`src/overhead_word_formatter_params.svh`:
```
// Constants of the overhead word formatter: register offsets, field positions, codes.
// Assumes a 32-bit classic Wishbone slave with byte addresses.
`ifndef OVERHEAD_WORD_FORMATTER_PARAMS_SVH
`define OVERHEAD_WORD_FORMATTER_PARAMS_SVH
`define OWF_ADDR_CTRL 8'h00
`define OWF_ADDR_FIELDS 8'h04
`define OWF_ADDR_VALUE 8'h08
`define OWF_ADDR_STATUS 8'h0C
`define OWF_ADDR_WORD_HI 8'h10
`define OWF_ADDR_WORD_LO 8'h14
`define OWF_CTRL_START_BIT 0
`define OWF_STATUS_BUSY_BIT 31
`define OWF_WORD_BITS 6'h28
`define OWF_RESERVED_BITS 4'h0
`define OWF_OVERHEAD_TYPE_GLOBAL_ACTION 3'h4
`define OWF_OVERHEAD_TYPE_SYS_PARAM1 3'h6
`define OWF_OVERHEAD_TYPE_SYS_PARAM2 3'h7
`define OWF_BCH_POLY 12'hB29
`define OWF_INFO_BITS 28
`define OWF_PARITY_BITS 12
`endif

```
`src/overhead_word_formatter_pkg.sv`:
```
// Types of the overhead word formatter.
// Assumes the params header is included by the user files.
package overhead_word_formatter_pkg;
	typedef enum logic [1:0] {
		ST_IDLE,
		ST_SHIFT
	} tx_state_t;
	typedef struct packed {
		logic [1:0] word_type;
		logic [1:0] color_code;
		logic [3:0] global_action_code;
		logic [2:0] overhead_type;
		logic last_word;
		logic identity_kind;
	} word_fields_t;
endpackage : overhead_word_formatter_pkg

```
`src/overhead_word_formatter.sv`:
```
// Overhead word formatter: builds a 40-bit word and shifts it out MSB first.
// Assumes a classic Wishbone master on clk_i and a serial sink that is always ready.
// Assumes software sets FIELDS and VALUE before it writes the start bit.
// Function
// - Two-bit word type leads every word
// - Two-bit color code from software
// - Four-bit global action after color code
// - Twelve-bit registration step value from software
// - Four reserved bits fixed, software cannot set
// - Last-word flag one only in final word; the formatter sends the software-set FIELDS bit unchecked
// - Three-bit overhead type codes 100/110/111; the formatter sends the software-set FIELDS bits unchecked
// - Parity computed internally, never user-settable
// - Twenty-bit identity after color code
`timescale 1ns/1ps
`include "overhead_word_formatter_params.svh"
module overhead_word_formatter (
	input wire logic clk_i,
	input wire logic rst_i,
	input wire logic ce_i,
	input wire logic wb_cyc_i,
	input wire logic wb_stb_i,
	input wire logic wb_we_i,
	input wire logic [7:0] wb_adr_i,
	input wire logic [3:0] wb_sel_i,
	input wire logic [31:0] wb_dat_i,
	output logic [31:0] wb_dat_o,
	output logic wb_ack_o,
	output logic tx_data_o,
	output logic tx_valid_o,
	output logic tx_first_o
);
	overhead_word_formatter_pkg::word_fields_t fields_q, fields_d;
	overhead_word_formatter_pkg::tx_state_t state_q, state_d;
	logic [19:0] value_q, value_d;
	logic [39:0] word_q, word_d;
	logic [39:0] shift_q, shift_d;
	logic [5:0] count_q, count_d;
	logic [31:0] rdata_q, rdata_d;
	logic ack_q, ack_d;
	logic tx_data_q;
	logic tx_data_d;
	logic tx_valid_q;
	logic tx_valid_d;
	logic tx_first_q;
	logic tx_first_d;

	// Word assembly
	logic [27:0] info;
	logic [11:0] parity;

	// Bus decode
	logic [31:0] wmask;
	logic [31:0] status_word;
	logic req;
	logic wr;
	logic rd_go;
	logic hit_ctrl;
	logic hit_fields;
	logic hit_value;
	logic hit_status;
	logic hit_word_hi;
	logic hit_word_lo;

	// Software writes the value register as 20 bits; for increment words the low 12 bits are used
	always_comb begin
		if (fields_q.identity_kind) begin
			info = {fields_q.word_type, fields_q.color_code, value_q, fields_q.last_word, fields_q.overhead_type};
		end else begin
			info = {fields_q.word_type, fields_q.color_code, fields_q.global_action_code, value_q[11:0],
				`OWF_RESERVED_BITS, fields_q.last_word, fields_q.overhead_type};
		end
	end

	// Division by the generator polynomial; parity is never taken from the bus
	always_comb begin
		parity = 12'h000;
		for (int i = `OWF_INFO_BITS - 1; i >= 0; i--) begin
			if (info[i] ^ parity[11]) begin
				parity = {parity[10:0], 1'b0} ^ `OWF_BCH_POLY;
			end else begin
				parity = {parity[10:0], 1'b0};
			end
		end
	end

	// Byte enables widened to a bit mask
	for (genvar b = 0; b < 4; b++) begin : gen_byte_mask
		assign wmask[b*8 +: 8] = {8{wb_sel_i[b]}};
	end

	// Full-width compares, so the word copy never aliases onto the field registers
	assign hit_ctrl = (wb_adr_i == `OWF_ADDR_CTRL);
	assign hit_fields = (wb_adr_i == `OWF_ADDR_FIELDS);
	assign hit_value = (wb_adr_i == `OWF_ADDR_VALUE);
	assign hit_status = (wb_adr_i == `OWF_ADDR_STATUS);
	assign hit_word_hi = (wb_adr_i == `OWF_ADDR_WORD_HI);
	assign hit_word_lo = (wb_adr_i == `OWF_ADDR_WORD_LO);

	// A request is taken once; the ack cycle itself never counts as a second access
	assign req = wb_cyc_i && wb_stb_i && !ack_q;
	assign wr = req && wb_we_i;
	assign rd_go = wr && hit_ctrl && wb_dat_i[`OWF_CTRL_START_BIT] && wb_sel_i[0];

	// Busy drops as the last bit is launched, one cycle before tx_valid_o falls
	always_comb begin
		status_word = 32'h00000000;
		status_word[`OWF_STATUS_BUSY_BIT] = (state_q == overhead_word_formatter_pkg::ST_SHIFT);
		status_word[5:0] = count_q;
	end

	always_comb begin
		logic [31:0] f;
		logic [31:0] v;
		f = {19'h0, fields_q};
		v = {12'h000, value_q};
		fields_d = fields_q;
		value_d = value_q;
		ack_d = req;
		rdata_d = rdata_q;
		// Byte lanes merge into the old value, so a narrow write keeps the other fields
		if (wr && hit_fields) begin
			f = (f & ~wmask) | (wb_dat_i & wmask);
			fields_d = f[12:0];
		end else if (wr && hit_value) begin
			v = (v & ~wmask) | (wb_dat_i & wmask);
			value_d = v[19:0];
		end
		if (req) begin
			if (hit_fields) begin
				rdata_d = f;
			end else if (hit_value) begin
				rdata_d = v;
			end else if (hit_status) begin
				rdata_d = status_word;
			end else if (hit_word_hi) begin
				rdata_d = {24'h000000, word_q[39:32]};
			end else if (hit_word_lo) begin
				rdata_d = word_q[31:0];
			end else begin
				rdata_d = 32'h00000000;
			end
		end
	end

	// Loads only from idle: a start during a word is dropped, not queued
	always_comb begin
		state_d = state_q;
		word_d = word_q;
		shift_d = shift_q;
		count_d = count_q;
		tx_data_d = 1'b0;
		tx_valid_d = 1'b0;
		tx_first_d = 1'b0;
		case (state_q)
			overhead_word_formatter_pkg::ST_IDLE: begin
				if (rd_go) begin
					word_d = {info, parity};
					shift_d = {info, parity};
					count_d = `OWF_WORD_BITS;
					state_d = overhead_word_formatter_pkg::ST_SHIFT;
				end
			end
			overhead_word_formatter_pkg::ST_SHIFT: begin
				tx_data_d = shift_q[39];
				tx_valid_d = 1'b1;
				tx_first_d = (count_q == `OWF_WORD_BITS);
				shift_d = {shift_q[38:0], 1'b0};
				count_d = count_q - 6'h01;
				if (count_q == 6'h01) begin
					state_d = overhead_word_formatter_pkg::ST_IDLE;
				end
			end
			default: begin
				state_d = overhead_word_formatter_pkg::ST_IDLE;
			end
		endcase
	end

	// Bus-side state
	always_ff @(posedge clk_i) begin
		if (rst_i) begin
			fields_q <= '0;
			value_q <= 20'h00000;
			rdata_q <= 32'h00000000;
			ack_q <= 1'b0;
		end else if (ce_i) begin
			fields_q <= fields_d;
			value_q <= value_d;
			rdata_q <= rdata_d;
			ack_q <= ack_d;
		end
	end

	// Serial-side state; ce_i low also holds the bit on the pin, so the sink sees it stretched
	always_ff @(posedge clk_i) begin
		if (rst_i) begin
			state_q <= overhead_word_formatter_pkg::ST_IDLE;
			word_q <= 40'h0000000000;
			shift_q <= 40'h0000000000;
			count_q <= 6'h00;
			tx_data_q <= 1'b0;
			tx_valid_q <= 1'b0;
			tx_first_q <= 1'b0;
		end else if (ce_i) begin
			state_q <= state_d;
			word_q <= word_d;
			shift_q <= shift_d;
			count_q <= count_d;
			tx_data_q <= tx_data_d;
			tx_valid_q <= tx_valid_d;
			tx_first_q <= tx_first_d;
		end
	end

	// Every output comes straight from a flip-flop
	assign wb_dat_o = rdata_q;
	assign wb_ack_o = ack_q;
	assign tx_data_o = tx_data_q;
	assign tx_valid_o = tx_valid_q;
	assign tx_first_o = tx_first_q;
endmodule : overhead_word_formatter

```
`config.mk`:
```
export PLATFORM = sky130hd
export DESIGN_NAME = overhead_word_formatter
export DESIGN_NICKNAME = d
export VERILOG_FILES = /design/src/overhead_word_formatter_pkg.sv /design/src/overhead_word_formatter.sv
export VERILOG_INCLUDE_DIRS = /design/src
export SDC_FILE = /design/constraint.sdc
export NUM_CORES = 1
export LEC_CHECK = 0
export ABC_AREA = 1
export BUFFER_PORTS_ARGS = -buffer_cell sky130_fd_sc_hd__buf_2
export CORE_MARGIN = 2
export CORE_UTILIZATION = 55
export CTS_CLUSTER_DIAMETER = 50
export DETAILED_ROUTE_END_ITERATION = 16
export PLACE_DENSITY = 0.75
export SYNTH_ARGS = -nofsm -noshare
export SYNTH_HDL_FRONTEND = slang
export SYNTH_SLANG_ARGS = --single-unit
```
`constraint.sdc`:
```
create_clock -name clk_i -period 5.67 [get_ports clk_i]
set_input_delay 1.134 -clock clk_i [delete_from_list [all_inputs] [get_ports clk_i]]
set_output_delay 1.134 -clock clk_i [all_outputs]
set_load 0.005 [all_outputs]
```
==> results of run 1 <==
final timing paths:
| check | start | cells after the start | to |
|---|---|---|---|
| min reg2reg | word_q[39] | 2 | word_q[39] |
| max reg2reg | fields_q[11] | 57 | shift_q[4] |
| min | word_q[39] | 2 | word_q[39] |
| max | fields_q[11] | 57 | shift_q[4] |
Yosys cell counts, drive strengths merged (3+ instances only):
master / count / share of area, %
clkinv: 3 / 0.12
inv: 171 / 6.8
xnor2: 12 / 1.1
clkbuf: 70 / 2.8
a31oi: 38 / 2.5
o32ai: 4 / 0.37
o22ai: 5 / 0.33
ha: 3 / 0.39
a221oi: 8 / 0.74
o21a: 3 / 0.24
nand3: 133 / 8.6
o211ai: 13 / 1.0
xor2: 40 / 3.8
nand2: 343 / 16
o21ai: 202 / 11
a41oi: 4 / 0.37
nand3b: 5 / 0.39
dfxtp: 156 / 33
or2: 4 / 0.26
buf: 7 / 0.39
nor2: 57 / 2.4
nor3: 7 / 0.37
a311oi: 4 / 0.37
a21oi: 121 / 6.4
nand4: 4 / 0.26
worst max-delay path: cells and delay by family, from the launching register on:
| kind | cells | cell delay [ns] |
|---|---|---|
| DFF | 1 | 0.40 |
| AOI/OAI and AO/OA | 1 | 0.04 |
| buffers and inverters | 6 | 0.39 |
| and+or+nand+nor | 50 | 4.62 |
cell type report:
type / instances / share of cell area, %
Inverter: 174 / 5.64
Clock inverter: 13 / 1.41
Timing Repair Buffer: 156 / 8.07
Multi-Input combinational cell: 1016 / 52.5
Tap cell: 225 / 2.36
Clock buffer: 19 / 3.79
Sequential cell: 156 / 26.3
cells by family (layout without fill, tap and decap cells):
logic type	Yosys count	after routing	synth area share (%)
flops	156	156	32.8
buf+inv	251	362	10.1
simple gates	553	554	28.4
fa+ha+maj	3	3	0.395
compound gates	407	407	23.5
xor+xnor	52	52	4.87
sequential cells by signal, indices dropped and copies added (netlist names):
signal	flops
tx_valid_o	1
count_q	6
tx_data_o	1
wb_ack_o	1
shift_q	40
word_q	40
state_q	1
wb_dat_o	32
tx_first_o	1
fields_q	13
value_q	20
power breakdown:
part	leakage [nW]	switching [W]	internal [W]
Combinational	3.55	0.00181	0.000989
Sequential	1.26	0.00000504	0.00110
Clock	0.307	0.000523	0.000692
Total	5.12	0.00234	0.00278
cells in the final DEF (no fill, tap or decap), drive strengths merged, types with 6 or more instances in the layout:
| master | instances |
|---|---|
| nand2 | 344 |
| o21ai | 202 |
| inv | 179 |
| dfxtp | 156 |
| buf | 156 |
| nand3 | 133 |
| a21oi | 121 |
| nor2 | 57 |
| xor2 | 40 |
| a31oi | 38 |
| clkbuf | 19 |
| o211ai | 13 |
| xnor2 | 12 |
| a221oi | 8 |
| nor3 | 7 |
| clkinv | 6 |
stage by stage:
step | utilization [%] | TNS, ns | std cells | power (W) | hold slack (ns)
finish | 69.8 | 0 | 1759 | 0.00512 | 0.454
global route | 69.8 | -4.69 | 1759 | 0.00537 | 0.485
CTS | 63.1 | 0 | 1721 | 0.00439 | 0.457
detailed placement | 59.5 | -1.30 | 1689 | 0.00319 | 0.448
global placement | 59.5 | -0.0163 | 1689 | 0.00316 | 0.447
floorplan | - | 0 | 1422 | 0.00276 | 0.425
layer usage:
layer / vias to the layer above / part of all wire (%) / track usage, %
met5: - / 0 / 0
met4: 0 / 3.6 / 10.9
met3: 95 / 8.8 / 6.10
met2: 506 / 46 / 49.9
met1: 4763 / 41 / 43.4
li1: 4935 / - / -
what timing repair did:
action,4_1_cts,5_1_grt
endpoints found under the setup margin,20,24
gates resized for setup,2,179
buffers inserted,0,37
endpoints found under the hold margin,0,0
cloned,0,1
pin swaps,0,61
==> metrics list, run 1 <==
- The flow ran to the end, and the final reports show no timing, DRC or antenna violations.
* Yosys warning total: 0
* Kind of start point of the critical path: register
* Synth Flop Type: sky130_fd_sc_hd__dfxtp_1
- After legalization and detailed placement, the total HPWL measured around 21 mm.
* Final layout net count: approximately 1,600
* Number of max-cap violations: 0
- Antenna-violating nets left: 0
- CP most frequent cell: sky130_fd_sc_hd__nand2_4
* Data required time at the worst endpoint: a little under 6 ns
* Pre-CTS setup slack: -0.135 ns
- Flop2flop setup slack: between 0.02 and 0.03 ns
- Summed over all layers, the routed wires come to between 30 and 40 mm.
- Summing all non-filler instances in the final layout gives an area of 0.0119 sq mm.
- Worst setup EP type: register
- Initial core utilization: a little under three fifths
* Via density per instance: 5.86
* Number of synthesized flops with an enable pin: 0
* Die H: 135 microns
- Post-synthesis cell type count: between 40 and 50
* Slowest stage delay, CP: around 0.4 ns
* Highest Clock Rate: approximately 180 MHz
* PortBufs: 85
- The cell sitting at the root of the clock tree is a sky130_fd_sc_hd__clkbuf_16.
* Crit path max-delay cell type: sky130_fd_sc_hd__dfxtp_4
- Total gr overflow: 0
- The first TritonRoute pass finished after 6 iterations.
* Number of rows in the core area: between 40 and 50
- Core footprint: 0.0171 sq mm
- Unrepaired setup endpoints after global routing: yes
* Synthesized flop and latch total: roughly 160
* Worst setup margin: between 0.02 and 0.03 ns
* Syn Inst Count: ~1,400
* Clock insertion delay at the later pin of the skew report: roughly 0.44 ns
- Across the whole layout, storage elements account for ~0.0031 sq mm.
* Fraction of layout cells with a size suffix above 1: between 20% and 30%
- The number of hold buffers added after CTS was 0.
- For this block, the via count after detailed routing is 10,299.
- After layout, the worst path uses 99.6% of the clock period.
- Worst slew margin relative to its limit: a little under a quarter
- In this run the static leakage power is between 5 and 6 nW.
* Total of endpoints with negative setup slack in the final report: 0
* Largest net degree at the start of global routing: slightly below 80
- Worst Hold Class: register to register
- The multi-input combinational cells in the finished layout cover a total of 0.00627 sq mm.
* Crit path max fanout: 5
* Mapped cell area: between 0.009 and 0.01 sq mm
- Sequential elements use roughly a third of the synthesized area.
* Ys async rst share: 0%
* Final antenna diode count: 0
- First-pass GRT wire length: 45.5 mm
- Power Density: approximately 430 mW/mm^2
* Area added between synthesis and finish: 25.6%
* Post-layout min period: between 5 and 6 ns
- During I/O placement, the number of pins put on the boundary was 86.
- The clock arrives with ~0.012 ns of skew.
- Post-Syn Area per Cell: 6.69 sq um
* Transition time at the pin with the least slew margin: between 1 and 1.5 ns
* Wirelength per Cell: ~18 microns
* Number of remaining DRC errors: 0
- CTS HTree Levels: 4
- Worst ir drop on vdd: between 1000 and 1500 uV
- Via count of the first global-routing pass: slightly below 9,000
- For this design, the sink count on the clock tree is about 160.
- Count of pins over their slew limit: 0
- CTS tree: built
* Critical Setup Path Class: register to register
- Iter 0 DRT Violations: ~1,100
* WP data arrival: 5.94 ns
- Clock transition at the register clock pins on the worst setup and hold paths after CTS: approximately 0.070 ns
- Global placer's final weighted congestion: between 0.9 and 1
* Global routing usage summed across all routing layers: 31.6%
- Number of antenna violations at the first check in global routing: 0
- The floorplan step set the die width to around 140 microns.
* DIE AREA: around 0.018 sq mm
- In this run, CTS created clock tree buffers numbering 17.
- Counting the fill cells in the layout gives 1,449.
- When the netlist entered floorplanning its net count stood at roughly 1,500.
- Total count of hold-check failures in the final report: 0
* Maximum root-to-sink buffer count: 2
* Area of placed instances: about 0.010 sq mm
No activity file was read; power rests on OpenSTA's default activity.
==> inputs of run 2 (changes only) <==
==> constraint.sdc (replaced) <==
create_clock -name clk_i -period 5.25 [get_ports clk_i]
set_input_delay 1.05 -clock clk_i [delete_from_list [all_inputs] [get_ports clk_i]]
set_output_delay 1.05 -clock clk_i [all_outputs]
set_load 0.005 [all_outputs]
==> metrics list, run 2 (synthesized netlist as in run 1, its figures left out) <==
- The flow ran to the end, but the final reports show violations.
- The checks that failed: negative setup slack.
- In this run the number of cells on the critical path is 49.
- STA puts the critical path data required time at approximately 5.6 ns.
- Total count of hold-check failures in the final report: 0
- Counting tap cells, the placed design contains a total of between 1,500 and 2,000 instances.
- After detailed routing, the number of remaining DRC violations is 0.
* Initial core utilization: between 50 and 60%
- Together, buffers and inverters on the worst path number 10.
* Final layout net count: roughly 1,600
- The worst setup path is launched from a register.
- The kind of cell with the highest combined delay along the critical path is simple AND/OR/NAND/NOR gates.
* Detailed-routing iteration count for the pre-antenna-repair pass: 6
- The number of cells on the worst reg-to-reg path is between 40 and 50.
- Maximum root-to-sink buffer count: 2
- Period utilization: 105%
- DIE AREA: 0.0184 sq mm
- CTS buffer count: 17
- Wirelength per Cell: roughly 18 microns
- Routability-driven placement finished with a final weighted congestion of 0.950.
- Cells fill between 70% and 80% of the core in the end.
- Transition time at the pin with the least slew margin: about 1.2 ns
* Leakage power: about 5.2 nW
* Sum of negative setup slack: -4.40 ns
- CP most frequent cell: sky130_fd_sc_hd__nand2_4
- Between clock sinks in the finished design, the worst skew comes to between 0.01 and 0.015 ns.
- HPWL Detailed: between 20 and 25 mm
- CTS saw about 160 sinks.
- Leaving out fill and tap cells, the most frequent cells in the layout are sky130_fd_sc_hd__nand2_1, sky130_fd_sc_hd__o21ai_0, sky130_fd_sc_hd__dfxtp_1.
* Die Wd: between 100 and 150 microns
* Cell at the root of the clock tree: sky130_fd_sc_hd__clkbuf_16
- Number of non-filler instances in the completed layout: between 1,500 and 2,000
- Prior to clock tree synthesis, the placed netlist has a worst setup slack of -0.189 ns.
* Number of top-level pins: 86
- In this run, the number of DRC markers left after iteration 0 of detailed routing was approximately 1,100.
* Core footprint: 0.0171 sq mm
* Hold_buf cts: 0
* Worst ir drop on vdd: 1020 uV
- Buffers placed on the I/O ports in this run total 85.
- Antenna-violating nets left: 0
* Worst setup EP type: register
- Highest Clock Rate: roughly 180 MHz
- Final antenna diode count: 0
- The via count of the first global-routing pass was roughly 9,400.
* Crit path max-delay cell type: sky130_fd_sc_hd__dfxtp_4
- Die H: ~140 microns
- Power spread over the standard cell area amounts to between 500 and 600 mW/mm^2.
- Worst Hold Class: register to register
* Critical Setup Path Class: register to register
* Clock insertion delay at the later pin of the skew report: 0.44 ns
* Clock transition at the register clock pins on the worst setup and hold paths after CTS: 0.07 ns
- Number of max-cap violations: 0
- Of the cells placed in the final design, the portion with a size suffix greater than 1 is 28.0%.
- Area added between synthesis and finish: 28.5%
* Via density per instance: 5.91
- The worst hold path was traced through 2 stages.
- Count of pins over their slew limit: 0
- CTS tree: built
* Number of rows in the core area: 48
- Setup repair after global routing could not meet its margin everywhere.
- Global routing usage summed across all routing layers: about a third
* First-pass GRT wire length: 48.0 mm
- The initial antenna violation count came to 0.
* Total gr overflow: 0
* CTS HTree Levels: 4
- Setup violations remaining at the end of the flow were counted as 24.
- Worst slew margin relative to its limit: a little under a fifth
- Hold timing on the final database bottoms out at a slack of ~0.46 ns.
- Crit path max fanout: 9
- Number of vias after detailed routing: roughly 11,000
* Post-layout min period: 5.53 ns
- Data arrives at the worst endpoint at slightly below 6 ns.
- Entering global routing, the biggest net connects 57 pins.
* Slowest stage delay, CP: between 0.3 and 0.4 ns
- Worst setup margin: -0.281 ns
- Most common cell after layout, fill and taps aside: sky130_fd_sc_hd__nand2_1
- Wire length after detailed routing: 32.0 mm
==> run 2: final cells by class <==
| cell class | count | area, sq um |
|---|---|---|
| Fill cell | 1325 | 4900 |
| Clock buffer | 17 | 425 |
| Inverter | 174 | 676 |
| Timing Repair Buffer | 176 | 1140 |
| Multi-Input combinational cell | 1015 | 6380 |
| Tap cell | 225 | 282 |
| Sequential cell | 156 | 3130 |
| Clock inverter | 14 | 179 |
==> run 2: stage by stage <==
step / cell area (sq um) / total power [W]
2_1_floorplan: 9510 / 0.00298
3_3_place_gp: 10300 / 0.00341
3_5_place_dp: 10300 / 0.00346
4_1_cts: 11400 / 0.00514
5_1_grt: 12200 / 0.00683
6_report: 12200 / 0.00658
==> run 2: worst paths after layout <==
| check | to | slack (ns) | start |
|---|---|---|---|
| setup / recovery | word_q[6] | -0.28 | fields_q[0] |
| setup reg to reg | word_q[6] | -0.28 | fields_q[0] |
| hold / removal | word_q[14] | 0.46 | word_q[14] |
| hold reg to reg | word_q[14] | 0.46 | word_q[14] |
==> run 2: where the power goes <==
part,total (W),internal [W],switching (W)
logic,0.00409,0.00163,0.00246
registers,0.00120,0.00119,0.00000564
clock network,0.00128,0.000720,0.000563
==> run 2: worst min-delay path, cell delays in order, from the launching register on <==
cell,delay [ns]
sky130_fd_sc_hd__dfxtp_1,0.30
sky130_fd_sc_hd__inv_1,0.05
sky130_fd_sc_hd__a21oi_1,0.05
==> run 2: per-layer routing <==
layer  up-vias  track usage, %  share of wire, %
met5         -               0                 0
met4         0            12.8               4.1
met3        97            4.94               7.7
met2       543            53.9                47
met1      4895            44.8                41
li1       4975               -                 -
==> run 2: what timing repair did <==
| action | CTS | global route |
|---|---|---|
| setup endpoints to repair | 21 | 24 |
| gates resized for setup | 77 | 143 |
| buffers inserted | 23 | 18 |
| gates cloned | 0 | 0 |
| pin swaps | 39 | 72 |
==> inputs of run 3 (changes only) <==
--- a/config.mk
+++ b/config.mk
@@ -13,6 +13,8 @@
 export CTS_CLUSTER_DIAMETER = 50
 export DETAILED_ROUTE_END_ITERATION = 16
 export PLACE_DENSITY = 0.75
+export REMOVE_ABC_BUFFERS = 1
+export SKIP_LAST_GASP = 1
 export SYNTH_ARGS = -nofsm -noshare
 export SYNTH_HDL_FRONTEND = slang
 export SYNTH_SLANG_ARGS = --single-unit
==> metrics list, run 3 (synthesized netlist as in run 1, its figures left out) <==
- Run status: finished with violations
* Worst setup EP type: register
* Switching power as a share of total power: 43.1%
- HPWL Detailed: roughly 21 mm
- Via density per instance: ~5.8
* Worst Hold Class: register to register
- In the post-route analysis, the smallest setup slack over all paths is -0.229 ns.
- Counting stages on the worst path, the most repeated cell is sky130_fd_sc_hd__nand2_4.
- In this run the power density over the cells is approximately 500 mW/mm^2.
- Startpoint of the worst register-to-register path: fields_q[0]
* Number of top-level pins: 86
* Number of antenna violations at the first check in global routing: 0
* Crit. Startpoint: fields_q[0]
* Maximum root-to-sink buffer count: 2
* Core footprint: about 0.017 sq mm
- Cell at the root of the clock tree: sky130_fd_sc_hd__clkbuf_16
- For the pin with the worst max-slew slack, the measured transition is ~1.1 ns.
* First-pass GRT wire length: around 48 mm
- Wire length after detailed routing: about 31 mm
* Sum of negative setup slack: -3.86 ns
- Clock share of power: about a fifth
- Post-layout min period: around 5.5 ns
- Total count of hold-check failures in the final report: 0
- Global routing usage summed across all routing layers: around a third
* Kind of start point of the critical path: register
* Worst ir drop on vdd: about 600 uV
- Most used cells in the layout excluding fill and tap cells: sky130_fd_sc_hd__nand2_1, sky130_fd_sc_hd__o21ai_0, sky130_fd_sc_hd__dfxtp_1
- Row generation in the floorplan step produced between 40 and 50 rows.
- For the worst setup path, the data arrival time is 5.79 ns.
- The via count of the first global-routing pass was between 9,000 and 10,000.
- Broken down by cell family, the worst path's largest delay share belongs to simple AND/OR/NAND/NOR gates.
- The slowest stage of the critical path belongs to the cell sky130_fd_sc_hd__dfxtp_4.
- CTS tree: built
- Hold_buf cts: 0
- In this run the remaining antenna-violating nets after routing total 0.
- The library cell used most frequently in the layout, excluding fill and tap cells, is sky130_fd_sc_hd__nand2_1.
- Share of power burned in combinational logic: 59.8%
* Unrepaired setup endpoints after global routing: yes
- Global placer's final weighted congestion: around 0.9
- In the finished design, the share of the clock period the worst path needs comes to 104%.
- Sequential Power Share: between 20% and 30%
- The setup path with the least slack is of type register to register.
- Count of pins over their slew limit: 0
* Total gr overflow: 0
- Fraction of layout cells with a size suffix above 1: 27.0%
- Summing over every cut layer, the via total after detailed routing is around 10,000.
- Cell internal power was estimated by the tool at 0.00342 W.
- Area of placed instances: between 0.01 and 0.015 sq mm
* Violations in the final reports: negative setup slack
- Clock transition at the register clock pins on the worst setup and hold paths after CTS: roughly 0.06 ns
* Final antenna diode count: 0
* Detailed-routing iteration count for the pre-antenna-repair pass: 6
- Die H: 135 microns
- Together, buffers and inverters on the worst path number 5.
- Clock insertion delay at the later pin of the skew report: approximately 0.43 ns
* Pre-CTS setup slack: -0.263 ns
* CTS HTree Levels: 4
- Number of max-cap violations: 0
* Die Wd: 135 microns
- PortBufs: 85
- Measured on the finished design, the core utilization comes to between 70 and 80%.
* DIE AREA: 0.0184 sq mm
* Number of clock sinks: between 150 and 200
* Data required time at the worst endpoint: 5.56 ns
- After detailed routing, the number of remaining DRC violations is 0.
* Largest net degree at the start of global routing: 68
* CTS buffer count: 17
- Derived from the worst setup path, the maximum achievable clock frequency is about 180 MHz.
* Iter 0 DRT Violations: roughly 1,200
- Setup violations remaining at the end of the flow were counted as 23.
- Initial core utilization: between 50% and 60%
- Total non-filler cell area in the finished layout: about 0.012 sq mm
* Psw: 0.00258 W
* Final layout net count: about 1,600
- Crit path max fanout: 8
* Area added between synthesis and finish: 29.2%
* Launch point of the worst hold path: word_q[39]
- Slowest stage delay, CP: 0.36 ns
* Worst slew margin relative to its limit: between 20% and 30%
- Dividing the detail-routed wire length by the instance count gives ~17 microns.
- Post-route clock skew: about 0.0085 ns
- Leakage power: ~5.4 nW
==> run 3: changes by cell type in the layout (fill, tap and decap cells not counted), sizes merged <==
| cell | before | now |
|---|---|---|
| buf | 176 | 210 |
| bufbuf | 0 | 1 |
| clkbuf | 17 | 23 |
| clkinv | 6 | 7 |
| inv | 179 | 171 |
==> run 3: power groups by stage <==
stage	logic [W]	registers, W	clock network (W)
5_1_grt	0.00387	0.00120	0.00125
3_3_place_gp	0.00259	0.00123	0
4_1_cts	0.00312	0.00120	0.00121
2_1_floorplan	0.00174	0.00123	0
6_report	0.00359	0.00120	0.00121
3_5_place_dp	0.00263	0.00123	0
==> run 3: worst paths after layout <==
path | slack (ns) | cells past startpoint | end
setup / recovery | -0.23 | 38 | word_q[10]
hold / removal | 0.46 | 2 | word_q[39]
setup reg to reg | -0.23 | 38 | word_q[10]
hold reg to reg | 0.46 | 2 | word_q[39]
==> run 3: worst reg2reg max path, delay by kind of cell, from the launching register on <==
kind,cells,cell delay [ns]
xor gates and xnor gates,8,1.89
AOI/OAI and AO/OA,2,0.31
buffers and inverters,5,0.58
and+or+nand+nor,23,2.23
DFF,1,0.36
==> run 3: area by class of cell <==
class,count,area (sq um)
Fill cell,1359,4830
Multi-Input combinational cell,1015,6220
Clock buffer,23,468
Clock inverter,7,91.3
Timing Repair Buffer,211,1410
Sequential cell,156,3140
Tap cell,225,282
Inverter,174,676
==> run 3: timing repair <==
item                       CTS  global route
setup buffers               24            14
resized for setup          106            70
gates cloned                 1             0
pin swaps                   27            68
setup endpoints to repair   23            24
==> run 3: layer usage <==
metal / global-route usage [%] / up-vias / share of wire, %
met5: 0 / - / 0
met4: 14.4 / 0 / 3.6
met3: 5.27 / 96 / 8.8
met2: 52.5 / 523 / 46
met1: 44.5 / 4803 / 42
li1: - / 5043 / -
==> run 3: through the flow <==
stage	power (W)	instances	hold slack [ns]
4_1_cts	0.00553	1797	0.460
3_5_place_dp	0.00386	1742	0.451
3_3_place_gp	0.00382	1742	0.443
2_1_floorplan	0.00297	1345	0.427
6_report	0.00600	1811	0.460
5_1_grt	0.00632	1811	0.478
